--- config.mk ---
export PLATFORM = sky130hd
export DESIGN_NAME = bram_fifo
export DESIGN_NICKNAME = d
export VERILOG_FILES = /design/src/pkg/bram_fifo_pkg.sv /design/src/pkg/bram_fifo_if.sv /design/src/bram_fifo.sv /design/src/fifo_store.sv /design/src/out_latch.sv
export VERILOG_INCLUDE_DIRS = /design/src /design/src/pkg
export SDC_FILE = /design/constraint.sdc
export NUM_CORES = 1
export LEC_CHECK = 0
export BUFFER_PORTS_ARGS = -buffer_cell sky130_fd_sc_hd__buf_2
export CAP_MARGIN = 20
export CORE_MARGIN = 4
export CORE_UTILIZATION = 40
export DETAILED_ROUTE_END_ITERATION = 10
export MAX_ROUTING_LAYER = met4
export PLACE_DENSITY = 0.57
export SLEW_MARGIN = 20
export SYNTH_ARGS = -nofsm -noshare
export SYNTH_HDL_FRONTEND = slang
export SYNTH_SLANG_ARGS = --single-unit
--- constraint.sdc ---
create_clock -name clk -period 6.95 [get_ports clk]
set_input_delay 1.39 -clock clk [delete_from_list [all_inputs] [get_ports clk]]
set_output_delay 1.39 -clock clk [all_outputs]
set_load 0.01 [all_outputs]
--- src/pkg/bram_fifo_defines.svh ---
// Register offsets, field positions and reset values of the block RAM FIFO.
//
// Operation
// - Normal write mode: port output shows stored data on reads only, never during writes.
// - Write-through mode: port output shows a copy of the data being written.
// - Read-before-write mode: port output shows old word contents while the new is written.
// - FIFO has write port and independent read port, each with enable and strobe.
// - FIFO builds full, near-full, near-empty and empty flags itself.
// - Full and near-full flags are registered on the write side clock; here they are registered on the single clk that serves both sides.
// - Empty and near-empty flags are registered on the read side clock; here they are registered on the single clk that serves both sides.
// - Full threshold 1..2^N-1; near thresholds 1..full-1; empty fixed at zero.
// - FIFO clear resets both pointers and returns all four flags to reset state.
// - Read pointer rewind resets only the read pointer so held data is replayed.
// - Each port's output latch clears synchronously or asynchronously by configuration.
// - Port A local clear resets only port A latch; port B likewise.
// - Device-wide clear resets the output latches of both ports together.
`ifndef BRAM_FIFO_DEFINES_SVH
`define BRAM_FIFO_DEFINES_SVH

// ****************************************************************
// Register byte offsets.
// ****************************************************************
`define REG_CTRL 6'h00
`define REG_FULL_THR 6'h04
`define REG_NEAR_FULL_THR 6'h08
`define REG_NEAR_EMPTY_THR 6'h0c
`define REG_STATUS 6'h10
`define REG_RAM_ADDR 6'h14
`define REG_RAM_DATA 6'h18
`define REG_RAM_CMD 6'h1c

// ****************************************************************
// Field positions and reset values.
// ****************************************************************
`define CTRL_MODE_LSB 0
`define CTRL_CLEAR_BIT 2
`define CTRL_REWIND_BIT 3
`define RAM_CMD_READ_BIT 0
`define STATUS_COUNT_LSB 4
`define RST_FULL_THR 4'h7
`define RST_NEAR_FULL_THR 4'h6
`define RST_NEAR_EMPTY_THR 4'h1
`define EMPTY_THR 4'h0

`endif

--- src/pkg/bram_fifo_pkg.sv ---
// Types shared by the block RAM FIFO modules.
package bram_fifo_pkg;

  // Write behaviour of the random access port.
  typedef enum logic [1:0] {
    WRITE_NORMAL = 2'h0,
    WRITE_THROUGH = 2'h1,
    WRITE_READ_FIRST = 2'h2
  } write_mode_e;

  // Bus slave handshake states.
  typedef enum logic {
    BUS_IDLE = 1'b0,
    BUS_ANSWER = 1'b1
  } bus_state_e;

endpackage

--- src/pkg/bram_fifo_if.sv ---
// Interfaces between the top module, its FIFO store and its output latches.
`timescale 1ns/100ps

// ****************************************************************
// FIFO store connection.
// ****************************************************************
interface fifo_store_if #(parameter int WIDTH = 8, parameter int ADDR_W = 3);
  logic clear;
  logic rewind;
  logic in_valid;
  logic in_ready;
  logic [WIDTH-1:0] in_data;
  logic out_valid;
  logic out_ready;
  logic [WIDTH-1:0] out_data;
  logic [ADDR_W:0] count;
  modport owner(output clear, rewind, in_valid, in_data, out_ready,
                input in_ready, out_valid, out_data, count);
  modport store(input clear, rewind, in_valid, in_data, out_ready,
                output in_ready, out_valid, out_data, count);
endinterface

// ****************************************************************
// Output latch connection.
// ****************************************************************
interface out_latch_if #(parameter int WIDTH = 8);
  logic load;
  logic [WIDTH-1:0] d;
  logic [WIDTH-1:0] q;
  logic local_clear;
  logic global_clear_n;
  modport owner(output load, d, local_clear, global_clear_n, input q);
  modport latch(input load, d, local_clear, global_clear_n, output q);
endinterface

--- src/bram_fifo.sv ---
// Block RAM with a random access port, a FIFO port and an Avalon-MM register slave.
`timescale 1ns/100ps
`include "bram_fifo_defines.svh"

module bram_fifo #(
  parameter int DATA_W = 8,
  parameter int ADDR_W = 3,
  parameter int RAM_AW = 4,
  parameter bit PORT_A_ASYNC = 1'b0,
  parameter bit PORT_B_ASYNC = 1'b0
)(
  input wire logic clk,
  input wire logic rst,
  input wire logic [5:0] address,
  input wire logic read,
  input wire logic write,
  input wire logic [31:0] writedata,
  input wire logic [3:0] byteenable,
  output logic [31:0] readdata,
  output logic waitrequest,
  input wire logic [DATA_W-1:0] write_data,
  input wire logic write_clock_enable,
  input wire logic write_strobe,
  input wire logic read_clock_enable,
  input wire logic read_strobe,
  output logic [DATA_W-1:0] read_data,
  input wire logic fifo_clear,
  input wire logic read_pointer_rewind,
  input wire logic port_a_latch_clear,
  input wire logic port_b_latch_clear,
  input wire logic device_wide_clear_n,
  output logic full_flag,
  output logic near_full_flag,
  output logic near_empty_flag,
  output logic empty_flag
);
  localparam int CW = ADDR_W + 1;
  localparam int DEPTH = 1 << ADDR_W;

  generate
    if (DATA_W < 1 || DATA_W > 8 || ADDR_W != 3 || RAM_AW < 1 || RAM_AW > 8)
    begin : g_check
      $error("bram_fifo: DATA_W 1..8, ADDR_W 3 and RAM_AW 1..8 are served");
    end
  endgenerate

  // ****************************************************************
  // Declarations.
  // ****************************************************************
  fifo_store_if #(.WIDTH(DATA_W), .ADDR_W(ADDR_W)) fifo_link ();
  out_latch_if #(.WIDTH(DATA_W)) latch_a ();
  out_latch_if #(.WIDTH(DATA_W)) latch_b ();

  bram_fifo_pkg::bus_state_e state;
  bram_fifo_pkg::bus_state_e next_state;
  logic next_waitrequest;
  logic [31:0] next_readdata;
  bram_fifo_pkg::write_mode_e mode;
  bram_fifo_pkg::write_mode_e next_mode;
  logic [CW-1:0] full_thr;
  logic [CW-1:0] near_full_thr;
  logic [CW-1:0] near_empty_thr;
  logic [CW-1:0] next_full_thr;
  logic [CW-1:0] next_near_full_thr;
  logic [CW-1:0] next_near_empty_thr;
  logic [RAM_AW-1:0] ram_addr;
  logic [RAM_AW-1:0] next_ram_addr;
  logic [DATA_W-1:0] ram [1 << RAM_AW];
  logic take;
  logic lane0;
  logic soft_clear;
  logic soft_rewind;
  logic ram_we;
  logic ram_re;
  logic can_write;
  logic next_full;
  logic next_near_full;
  logic next_near_empty;
  logic next_empty;
  logic [CW-1:0] wthr;

  // A write takes effect on the edge where the master sees waitrequest low.
  assign take = write && state == bram_fifo_pkg::BUS_ANSWER;
  assign lane0 = byteenable[0];
  assign wthr = writedata[CW-1:0];

  // Threshold range check for the near thresholds against a full threshold.
  function automatic logic near_ok(input logic [CW-1:0] v, input logic [CW-1:0] full);
    near_ok = v >= CW'(1) && v < full;
  endfunction

  // Register read decode.
  function automatic logic [31:0] reg_value(input logic [5:0] a);
    reg_value = 32'h0000_0000;
    case (a)
      `REG_CTRL: reg_value[`CTRL_MODE_LSB +: 2] = mode;
      `REG_FULL_THR: reg_value[CW-1:0] = full_thr;
      `REG_NEAR_FULL_THR: reg_value[CW-1:0] = near_full_thr;
      `REG_NEAR_EMPTY_THR: reg_value[CW-1:0] = near_empty_thr;
      `REG_STATUS:
      begin
        reg_value[3:0] = {full_flag, near_full_flag, near_empty_flag, empty_flag};
        reg_value[`STATUS_COUNT_LSB +: CW] = fifo_link.count;
      end
      `REG_RAM_ADDR: reg_value[RAM_AW-1:0] = ram_addr;
      `REG_RAM_DATA: reg_value[DATA_W-1:0] = latch_a.q;
      default: reg_value = 32'h0000_0000;
    endcase
  endfunction

  // ****************************************************************
  // Avalon-MM slave handshake.
  // ****************************************************************

  // Answer one cycle after a request; waitrequest low for exactly one cycle.
  always_comb
  begin
    next_state = bram_fifo_pkg::BUS_IDLE;
    next_waitrequest = 1'b1;
    next_readdata = readdata;
    case (state)
      bram_fifo_pkg::BUS_IDLE:
      begin
        if (read || write)
        begin
          next_state = bram_fifo_pkg::BUS_ANSWER;
          next_waitrequest = 1'b0;
          next_readdata = read ? reg_value(address) : 32'h0000_0000;
        end
      end
      bram_fifo_pkg::BUS_ANSWER: next_state = bram_fifo_pkg::BUS_IDLE;
      default: next_state = bram_fifo_pkg::BUS_IDLE;
    endcase
  end

  // Handshake registers.
  always_ff @(posedge clk)
  begin
    if (rst)
    begin
      state <= bram_fifo_pkg::BUS_IDLE;
      waitrequest <= 1'b1;
      readdata <= 32'h0000_0000;
    end
    else
    begin
      state <= next_state;
      waitrequest <= next_waitrequest;
      readdata <= next_readdata;
    end
  end

  // ****************************************************************
  // Configuration registers.
  // ****************************************************************

  // Out of range thresholds are refused and the old value kept.
  always_comb
  begin
    next_mode = mode;
    next_full_thr = full_thr;
    next_near_full_thr = near_full_thr;
    next_near_empty_thr = near_empty_thr;
    next_ram_addr = ram_addr;
    if (take && lane0)
    begin
      case (address)
        `REG_CTRL:
        begin
          if (writedata[`CTRL_MODE_LSB +: 2] != 2'h3)
          begin
            next_mode = bram_fifo_pkg::write_mode_e'(writedata[`CTRL_MODE_LSB +: 2]);
          end
        end
        `REG_FULL_THR:
        begin
          if (wthr >= CW'(1) && wthr <= CW'(DEPTH - 1) && wthr > near_full_thr
              && wthr > near_empty_thr)
          begin
            next_full_thr = wthr;
          end
        end
        `REG_NEAR_FULL_THR:
        begin
          if (near_ok(wthr, full_thr))
          begin
            next_near_full_thr = wthr;
          end
        end
        `REG_NEAR_EMPTY_THR:
        begin
          if (near_ok(wthr, full_thr))
          begin
            next_near_empty_thr = wthr;
          end
        end
        `REG_RAM_ADDR: next_ram_addr = writedata[RAM_AW-1:0];
        default: next_mode = mode;
      endcase
    end
  end

  // Configuration registers.
  always_ff @(posedge clk)
  begin
    if (rst)
    begin
      mode <= bram_fifo_pkg::WRITE_NORMAL;
      full_thr <= CW'(`RST_FULL_THR);
      near_full_thr <= CW'(`RST_NEAR_FULL_THR);
      near_empty_thr <= CW'(`RST_NEAR_EMPTY_THR);
      ram_addr <= '0;
    end
    else
    begin
      mode <= next_mode;
      full_thr <= next_full_thr;
      near_full_thr <= next_near_full_thr;
      near_empty_thr <= next_near_empty_thr;
      ram_addr <= next_ram_addr;
    end
  end

  // ****************************************************************
  // Random access port A.
  // ****************************************************************
  assign ram_we = take && lane0 && address == `REG_RAM_DATA;
  assign ram_re = take && lane0 && address == `REG_RAM_CMD && writedata[`RAM_CMD_READ_BIT];

  // Port A latch load follows the write behaviour selected in CTRL.
  always_comb
  begin
    latch_a.load = ram_re;
    latch_a.d = ram[ram_addr];
    if (ram_we)
    begin
      case (mode)
        bram_fifo_pkg::WRITE_THROUGH:
        begin
          latch_a.load = 1'b1;
          latch_a.d = writedata[DATA_W-1:0];
        end
        bram_fifo_pkg::WRITE_READ_FIRST: latch_a.load = 1'b1;
        default: latch_a.load = 1'b0;
      endcase
    end
  end
  assign latch_a.local_clear = port_a_latch_clear;
  assign latch_a.global_clear_n = device_wide_clear_n;

  // RAM array write.
  always_ff @(posedge clk)
  begin
    if (ram_we)
    begin
      ram[ram_addr] <= writedata[DATA_W-1:0];
    end
  end

  out_latch #(.ASYNC_CLEAR(PORT_A_ASYNC)) u_latch_a (
    .clk(clk),
    .rst(rst),
    .lp(latch_a.latch)
  );

  // ****************************************************************
  // FIFO port B.
  // ****************************************************************
  assign soft_clear = take && lane0 && address == `REG_CTRL && writedata[`CTRL_CLEAR_BIT];
  assign soft_rewind = take && lane0 && address == `REG_CTRL && writedata[`CTRL_REWIND_BIT];
  assign can_write = fifo_link.count < full_thr;
  assign fifo_link.clear = fifo_clear | soft_clear;
  assign fifo_link.rewind = read_pointer_rewind | soft_rewind;
  assign fifo_link.in_valid = write_clock_enable & write_strobe & can_write;
  assign fifo_link.in_data = write_data;
  assign fifo_link.out_ready = read_clock_enable & read_strobe;
  assign latch_b.load = fifo_link.out_valid & fifo_link.out_ready;
  assign latch_b.d = fifo_link.out_data;
  assign latch_b.local_clear = port_b_latch_clear;
  assign latch_b.global_clear_n = device_wide_clear_n;
  assign read_data = latch_b.q;

  fifo_store #(.WIDTH(DATA_W), .ADDR_W(ADDR_W)) u_store (
    .clk(clk),
    .rst(rst),
    .fs(fifo_link.store)
  );

  out_latch #(.ASYNC_CLEAR(PORT_B_ASYNC)) u_latch_b (
    .clk(clk),
    .rst(rst),
    .lp(latch_b.latch)
  );

  // Flags from the occupancy; a clear forces the reset pattern.
  always_comb
  begin
    next_full = fifo_link.count >= full_thr;
    next_near_full = fifo_link.count >= near_full_thr;
    next_near_empty = fifo_link.count <= near_empty_thr;
    next_empty = fifo_link.count == CW'(`EMPTY_THR);
    if (fifo_link.clear)
    begin
      next_full = 1'b0;
      next_near_full = 1'b0;
      next_near_empty = 1'b1;
      next_empty = 1'b1;
    end
  end

  // Flag registers on the single clock that serves both FIFO sides.
  always_ff @(posedge clk)
  begin
    if (rst)
    begin
      full_flag <= 1'b0;
      near_full_flag <= 1'b0;
      near_empty_flag <= 1'b1;
      empty_flag <= 1'b1;
    end
    else
    begin
      full_flag <= next_full;
      near_full_flag <= next_near_full;
      near_empty_flag <= next_near_empty;
      empty_flag <= next_empty;
    end
  end

  // ****************************************************************
  // Assertions and covers.
  // ****************************************************************
  a_bus_answer_once: assert property (@(posedge clk) disable iff (rst)
    (read || write) && state == bram_fifo_pkg::BUS_IDLE |=> !waitrequest ##1 waitrequest)
    else $error("waitrequest not low for exactly one cycle");
  a_normal_no_show: assert property (@(posedge clk) disable iff (rst)
    ram_we && mode == bram_fifo_pkg::WRITE_NORMAL && !port_a_latch_clear && device_wide_clear_n
    |=> $stable(latch_a.q))
    else $error("normal write changed port A output");
  a_write_through_copy: assert property (@(posedge clk) disable iff (rst)
    ram_we && mode == bram_fifo_pkg::WRITE_THROUGH && !port_a_latch_clear && device_wide_clear_n
    |=> latch_a.q == $past(writedata[DATA_W-1:0]))
    else $error("write-through copy missing");
  a_read_first_old: assert property (@(posedge clk) disable iff (rst)
    ram_we && mode == bram_fifo_pkg::WRITE_READ_FIRST && !port_a_latch_clear
    && device_wide_clear_n |=> latch_a.q == $past(ram[ram_addr]))
    else $error("read-before-write did not show old word");
  a_full_tracks_count: assert property (@(posedge clk) disable iff (rst)
    !fifo_link.clear |=> full_flag == ($past(fifo_link.count) >= $past(full_thr)))
    else $error("full flag does not follow occupancy");
  a_empty_tracks_count: assert property (@(posedge clk) disable iff (rst)
    !fifo_link.clear |=> empty_flag == ($past(fifo_link.count) == '0))
    else $error("empty flag does not follow occupancy");
  a_clear_flags: assert property (@(posedge clk) disable iff (rst)
    fifo_link.clear |=> empty_flag && near_empty_flag && !full_flag && !near_full_flag
    ##1 empty_flag)
    else $error("clear did not restore flags");
  a_port_a_local: assert property (@(posedge clk) disable iff (rst)
    port_a_latch_clear && !latch_b.load && !port_b_latch_clear && device_wide_clear_n
    && !PORT_A_ASYNC
    |=> latch_a.q == '0 && $stable(latch_b.q))
    else $error("port A clear not local");
  a_global_clear: assert property (@(posedge clk) disable iff (rst)
    !device_wide_clear_n |=> latch_a.q == '0 && latch_b.q == '0)
    else $error("device-wide clear missed a latch");
  a_write_while_full: assert property (@(posedge clk) disable iff (rst)
    write_clock_enable && write_strobe && !can_write && !fifo_link.clear && !fifo_link.rewind
    && !fifo_link.out_ready |=> fifo_link.count == $past(fifo_link.count))
    else $error("write accepted while full");
  c_fifo_fills: cover property (@(posedge clk) disable iff (rst) full_flag);
  c_rewind_replay: cover property (@(posedge clk) disable iff (rst)
    fifo_link.rewind && fifo_link.count == '0 ##1 fifo_link.count != '0);
  c_read_first: cover property (@(posedge clk) disable iff (rst)
    ram_we && mode == bram_fifo_pkg::WRITE_READ_FIRST);
endmodule

--- src/fifo_store.sv ---
// Circular FIFO store with clear, read pointer rewind and valid/ready on both sides.
`timescale 1ns/100ps

module fifo_store #(
  parameter int WIDTH = 8,
  parameter int ADDR_W = 3
)(
  input wire logic clk,
  input wire logic rst,
  fifo_store_if.store fs
);
  localparam int DEPTH = 1 << ADDR_W;

  // ****************************************************************
  // Storage and pointers.
  // ****************************************************************
  logic [WIDTH-1:0] mem [DEPTH];
  logic [ADDR_W:0] wr_ptr;
  logic [ADDR_W:0] rd_ptr;
  logic [ADDR_W:0] mark;
  logic [ADDR_W:0] next_wr_ptr;
  logic [ADDR_W:0] next_rd_ptr;
  logic [ADDR_W:0] next_mark;
  logic push;
  logic pop;

  generate
    if (WIDTH < 1 || ADDR_W < 1 || ADDR_W > 8)
    begin : g_check
      $error("fifo_store: unsupported WIDTH or ADDR_W");
    end
  endgenerate

  // Space counts from the rewind mark so replayable words are never overwritten.
  assign fs.count = wr_ptr - rd_ptr;
  assign fs.in_ready = (ADDR_W + 1)'(wr_ptr - mark) < (ADDR_W + 1)'(DEPTH);
  assign fs.out_valid = wr_ptr != rd_ptr;
  assign fs.out_data = mem[rd_ptr[ADDR_W-1:0]];
  assign push = fs.in_valid & fs.in_ready;
  assign pop = fs.out_valid & fs.out_ready;

  // Pointer next values; clear beats rewind, rewind beats a read.
  always_comb
  begin
    next_wr_ptr = push ? wr_ptr + 1'b1 : wr_ptr;
    next_rd_ptr = pop ? rd_ptr + 1'b1 : rd_ptr;
    if (fs.rewind)
    begin
      next_rd_ptr = mark;
    end
    next_mark = (next_rd_ptr == next_wr_ptr) ? next_rd_ptr : mark;
    if (fs.clear)
    begin
      next_wr_ptr = '0;
      next_rd_ptr = '0;
      next_mark = '0;
    end
  end

  // Pointer registers.
  always_ff @(posedge clk)
  begin
    if (rst)
    begin
      wr_ptr <= '0;
      rd_ptr <= '0;
      mark <= '0;
    end
    else
    begin
      wr_ptr <= next_wr_ptr;
      rd_ptr <= next_rd_ptr;
      mark <= next_mark;
    end
  end

  // Word storage written on each accepted push.
  always_ff @(posedge clk)
  begin
    if (push)
    begin
      mem[wr_ptr[ADDR_W-1:0]] <= fs.in_data;
    end
  end

  // ****************************************************************
  // Assertions.
  // ****************************************************************
  a_refused_write: assert property (@(posedge clk) disable iff (rst)
    fs.in_valid && !fs.in_ready && !fs.clear |=> $stable(wr_ptr))
    else $error("write accepted while no space");
  a_rewind_target: assert property (@(posedge clk) disable iff (rst)
    fs.rewind && !fs.clear |=> rd_ptr == $past(mark))
    else $error("rewind did not return to mark");
  a_clear_empties: assert property (@(posedge clk) disable iff (rst)
    fs.clear |=> wr_ptr == '0 && rd_ptr == '0 && !fs.out_valid)
    else $error("clear did not empty the store");
endmodule

--- src/out_latch.sv ---
// Port output data latch with a local clear and a device-wide clear.
`timescale 1ns/100ps

module out_latch #(
  parameter bit ASYNC_CLEAR = 1'b0
)(
  input wire logic clk,
  input wire logic rst,
  out_latch_if.latch lp
);
  logic [$bits(lp.d)-1:0] next_q;
  logic clear_now;

  // Either clear empties the latch; otherwise a load captures new data.
  assign clear_now = lp.local_clear | ~lp.global_clear_n;
  always_comb
  begin
    next_q = lp.load ? lp.d : lp.q;
  end

  // Clear style chosen at build time.
  generate
    if (ASYNC_CLEAR)
    begin : g_async
      always_ff @(posedge clk or posedge clear_now)
      begin
        if (clear_now)
        begin
          lp.q <= '0;
        end
        else if (rst)
        begin
          lp.q <= '0;
        end
        else
        begin
          lp.q <= next_q;
        end
      end
    end
    else
    begin : g_sync
      always_ff @(posedge clk)
      begin
        if (rst || clear_now)
        begin
          lp.q <= '0;
        end
        else
        begin
          lp.q <= next_q;
        end
      end
    end
  endgenerate
endmodule

# == Word level (Yosys, flattened, before mapping) ==
# Memories as Yosys holds them, arrays and structs flattened. A register that Yosys moved wholly into a read port is not among the register bits.
# Cells that the tools add are included.
# totals
memories,2
reg_bits,76
out_inout_bits,45
in_bits,63
wordCells,101
ram_bits,192
# mem_list
name,depth,word_bits,rd,rd_clocked_by_memory_dff,write_ports,line_no,source
ram,16,8,1,1,1,bram_fifo.sv:68,logic [DATA_W-1:0] ram [1 << RAM_AW];
u_store.mem,8,8,1,1,1,fifo_store.sv:17,logic [WIDTH-1:0] mem [DEPTH];
# classes
n_mux,20
n_lt_le_gt_ge,10
n_eq_ne,12
addsub,4
bitwise,11
n_reduce_logical,26
# ops
op,count
equality test 6 x 5 -> 1 bit (second input constant),4
2-to-1 mux 8 bit,3
2-to-1 mux 4 bit,5
one-hot mux 2 bit (7 select lines),1
equality test 6 x 4 -> 1 bit (second input constant),2
logical AND 1 bit,12
one-hot mux 2 bit (6 select lines),1
AND reduction 3 bit,4
adder 4 x 1 -> 4 bit (second input constant),2
>= comparator 4 bit,2
greater-than comparator 4 bit,2
< comparator 4 bit,2
2-to-1 mux 1 bit,8
one-hot mux 4 bit (2 select lines),1
subtractor 4 bit,2
equality test 6 x 3 -> 1 bit (second input constant),1
logical NOT 6 bit,1
OR reduction 2 bit,3
AND 1 bit,5
equality test 4 bit,1
>= comparator 4 x 1 -> 1 bit (second input constant),1
less-or-equal comparator 4 x 3 -> 1 bit (second input constant),1
less-or-equal comparator 4 bit,1
logical NOT 4 bit,1
10 further kinds,17

# == Depth between registers and ports, before layout ==
# depth
word_depth,7
ltp_mapped,16
depth_no_buf,15

# == Hierarchy ==
# A second synthesis with hierarchy kept.
# hier_totals
hier_cells,778
hier_area_um2,11427.2
# modules_own_cells
mod,area_per_inst_um2,n_inst,seq_area_each_um2,cells_per_inst
bram_fifo,7364.6,1,4564.4,492
fifo_store,3472.1,1,2162.1,232
out_latch,295.3,2,160.2,27

# == Worst setup path before layout ==
# No wires, ideal clock.
# synth_timing
path_kind,register -> register
start,reg u_store.rd_ptr[1]
end,reg u_store.mark[0]
setup_slack_ns,2.669
required_time_ns,6.859
arrival_time_ns,4.190
setup_ns,0.091
stages_incl_launch_ff,17
period_less_slack_ns,4.281
n_path_buf,2
path_cell_list,dfxtp_1 -> clkbuf_1 -> buf_1 -> inv_1 -> ha_1 -> a21o_1 -> a21oi_1 -> xnor2_1 -> ha_1 -> a21oi_1 -> and3_1 -> nand2_1 -> nor4_4 -> xnor2_1 -> xnor2_1 -> and2_2 -> a311oi_1
# synth_between
elab_chain_len,6
elab_cells_between_ends,11
classes_between,2 x add/sub; 1 x order compare; 2 x eq/ne; 3 x mux; 3 x bitwise
# synth_lines
item,line_no,source
"start, declared",fifo_store.sv:19,logic [ADDR_W:0] rd_ptr;
"start signal, assigned",fifo_store.sv:72,rd_ptr <= next_rd_ptr;
subtractor 4 bit,fifo_store.sv:35,assign fs.count = wr_ptr - rd_ptr;
< comparator 4 bit,bram_fifo.sv:271,assign can_write = fifo_link.count < full_thr;
AND 1 bit,bram_fifo.sv:274,assign fifo_link.in_valid = write_clock_enable & write_strobe & can_write;
AND 1 bit,fifo_store.sv:39,assign push = fs.in_valid & fs.in_ready;
2-to-1 mux 4 bit,fifo_store.sv:45,next_wr_ptr = push ? wr_ptr + 1'b1 : wr_ptr;
equality test 4 bit,fifo_store.sv:51,next_mark = (next_rd_ptr == next_wr_ptr) ? next_rd_ptr : mark;
"end signal, assigned",fifo_store.sv:73,mark <= next_mark;
"end, declared",fifo_store.sv:20,logic [ADDR_W:0] mark;
# Several ways; a longest one is shown, not always the timed one.
# A chain may end at the register's enable or synchronous reset.

# == Worst setup path after layout ==
# layout_timing
start,reg u_store.rd_ptr[2]
end,reg u_store.mark[0]
# The elaborated chain is that of the path after synthesis.

==> impl_metrics.tcl <==
set metrics [dict create \
    dieHeight_um 176 \
    final_cells 1255 \
    synth_xor_xnor_area_share 0.0101 \
    drcViolationCount 0 \
    yosys_warnings 0 \
    clk_pin_slew_ps 60 \
    maxCapViolations 0 \
    outcome "completed" \
    antenna_found_initial 0 \
    synth_top_family_by_area "multiplexers" \
    crit_top_cell "xnor2_1" \
    finalSetupViolations 0 \
    synth-edff-count 192 \
    fillers 2490 \
    worstPathCellList "clkinv_1 -> ha_1 -> a21oi_1 -> xnor2_1 -> ha_1 -> a21oi_1 -> and3_1 -> nand2_1 -> nor4_4 -> xnor2_1 -> xnor2_1 -> a31oi_1 -> a311oi_1" \
    post_cts_buffers 0 \
    diodes 0 \
    power_density_nw_per_um2 260 \
    synthAdderAreaFrac 0.0363 \
    vdd_drop_max_v 0.000218 \
    ys_ff_latch 256 \
    finalSetupTns_ps 0 \
    synthFlopType "edfxtp_1" \
    synth_compound_area_frac 0.0720 \
    hold_path_class "flip-flop to flip-flop" \
    tightest_slew_ps 1130 \
    grt.overflow.total 0 \
    grt_start_max_net_pins 33 \
    cts_made_buffers 29 \
    synth_cells 796 \
    ant_nets 0 \
    worst_path_largest_cell_delay_ps 790 \
    grt_pass1_wl_um 38500 \
    cp.required_ps 7390 \
    worstPathArrival_ps 5790 \
    ctsHoldBuffers 0 \
    layout.nets 949 \
    avgViaCountPerCell 5.22 \
    whs_ps 485 \
    syn_area_um2 11200 \
    fin_crit_sh 0.771 \
    wl_um 24500 \
    pin_count 108 \
    fin_area_um2 12800 \
    grtUsageTotal 0.165 \
    root_buffer "clkbuf_16" \
    wl_per_cell_um 19.5 \
    startpoint_type "flip-flop" \
    num_rows 61 \
    critPathSlowestCell "nor4_4" \
    synth-seq-area-share 0.628 \
    synth_mux_area_frac 0.123 \
    syn_avg_cell_area_um2 14.1 \
    crit_type "flip-flop to flip-flop" \
    numPlacedInstances 1201 \
    dr.first_iter.drc_count 509 \
    port_buffers 56 \
    start_util 0.405 \
    skew_ps 17.8 \
    hold_violations 0 \
    clockBufferDepth 3 \
    place_hpwl_um 15900 \
    clock-sinks 256 \
    async_flop_share 0 \
    rsz0062_at_grt "no" \
    core-area_um2 27700 \
    die_w_um 176 \
    dp_slack_ps 1580 \
    endpoint_kind "flip-flop" \
    max_freq_ghz 0.187 \
    max_slew_margin 0.241 \
    htreeDepth 1 \
    area_growth_pct 14.2 \
    clk-insertion-delay-late_ps 530 \
    crit_fanout 11 \
    grt_pass1_vias 6549 \
    power_mw 3.33 \
    cts_resized 0 \
    synth-simple-area-share 0.0935 \
    drive_gt1_frac 0.200 \
    die_area_um2 30800 \
    vias 6545 \
    slew_violations 0 \
    p_leak_nw 4.34 \
    ys_types 60 \
    place_congestion 0.806 \
    setup_ws_ps 1590 \
    post-route-util 0.463 \
    dr.pass1.iters 5 \
    cts_tree "done" \
    placed_cell_area_um2 11800 \
    finalCriticalPeriod_ps 5360 \
]
-- cells by family (layout without fill, tap and decap cells) --
group / after synthesis / count (layout)
DFF: 256 / 256
and+or+nand+nor: 213 / 213
AOI/OAI and AO/OA: 119 / 119
buffers and inverters: 84 / 142
muxes: 78 / 78
adders and majority gates: 32 / 32
xor gates and xnor gates: 13 / 13
other: 1 / 24
-- cell usage in the layout, fill, tap and decap left out, types with 4 or more instances in the layout --
cell type	count
o21ai_0	8
clkinv_1	6
xnor2_1	11
nor2b_1	17
buf_4	7
nor2_1	77
mux2i_1	27
inv_1	24
a211oi_1	20
o21a_1	5
buf_2	56
ha_1	31
edfxtp_1	192
nand3_1	15
a22oi_1	6
nand2b_1	7
clkbuf_16	30
nor3_2	5
bufinv_16	4
nand2_1	50
conb_1	24
nor3_1	9
mux4_2	48
a21oi_1	41
nand4_1	7
dfxtp_1	62
clkbuf_1	6
a311oi_1	9
and3_1	4
o211ai_1	5
-- synth_stat cells (all sizes together), types with 5 or more instances --
cell    count  area [µm²]
a21oi      42         221
nand2b      7        43.8
a211oi     20         150
nor3       14        70.1
inv        24        90.1
o21ai       9        48.8
ha         31         388
nand3      15        75.1
a311oi      9        78.8
o21a        5        37.5
nand4       7        43.8
nor2b      17         106
clkbuf     26        97.6
dfxtp      64        1280
nor2       77         289
xnor2      11        96.3
o211ai      5        37.5
edfxtp    192        5770
nand2      50         188
a22oi       6        45.0
buf        33         218
mux2i      27         270
mux4       48        1080
-- sequential cells by signal (all words and copies together), names as in the netlist, named ones only --
register / cells
ram: 128
u_store.mem: 64
readdata: 8
u_latch_a.lp.q: 8
u_latch_b.lp.q: 8
full_thr: 4
near_empty_thr: 4
near_full_thr: 4
ram_addr: 4
u_store.mark: 4
u_store.rd_ptr: 4
u_store.wr_ptr: 4
mode: 2
empty_flag: 1
full_flag: 1
near_empty_flag: 1
near_full_flag: 1
state: 1
waitrequest: 1
-- final timing paths --
kind	start	endpoint	slack [ps]	cells past startpoint
worst max-delay path	u_store.rd_ptr[2]$_SDFF_PP0_	u_store.mark[0]$_SDFFE_PP0N_	1590	13
worst min-delay path	readdata[2]$_SDFFE_PP0P_	readdata[2]$_SDFFE_PP0P_	490	2
worst max register to register	u_store.rd_ptr[2]$_SDFF_PP0_	u_store.mark[0]$_SDFFE_PP0N_	1590	13
worst min register to register	readdata[2]$_SDFFE_PP0P_	readdata[2]$_SDFFE_PP0P_	490	2
-- routing by layer --
layer / global-route usage / vias up / wire [µm]
met5: - / - / 0
met2: 0.262 / 147 / 11800
li1: - / 3114 / -
met3: 0.0222 / 32 / 1020
met4: 0.0367 / 0 / 416
met1: 0.231 / 3252 / 11300
-- final cells by class --
class / instances / area [µm²] / area share
flip-flops and latches: 256 / 7050 / 0.550
multi-input cells: 479 / 3890 / 0.303
clock buffers: 37 / 787 / 0.0614
well taps: 378 / 473 / 0.0369
repair buffers: 63 / 333 / 0.0260
clock inverters: 17 / 198 / 0.0154
inverters: 25 / 93.8 / 0.00732
-- report_power, final --
group | total, mW | internal (mW) | switching [mW]
logic | 0.146 | 0.0488 | 0.0976
clock network | 1.53 | 0.949 | 0.585
registers | 1.65 | 1.65 | 0.00441
total | 3.33 | 2.65 | 0.687
-- critical path, delay by kind of cell, from the launching register on --
| family | cells | cell delay, ps |
|---|---|---|
| AOI/OAI and AO/OA | 4 | 730 |
| xor gates and xnor gates | 3 | 1230 |
| adders and majority gates | 2 | 900 |
| buffers and inverters | 1 | 540 |
| DFF | 1 | 660 |
| and+or+nand+nor | 3 | 1190 |
(Power assumes the default switching activity.)
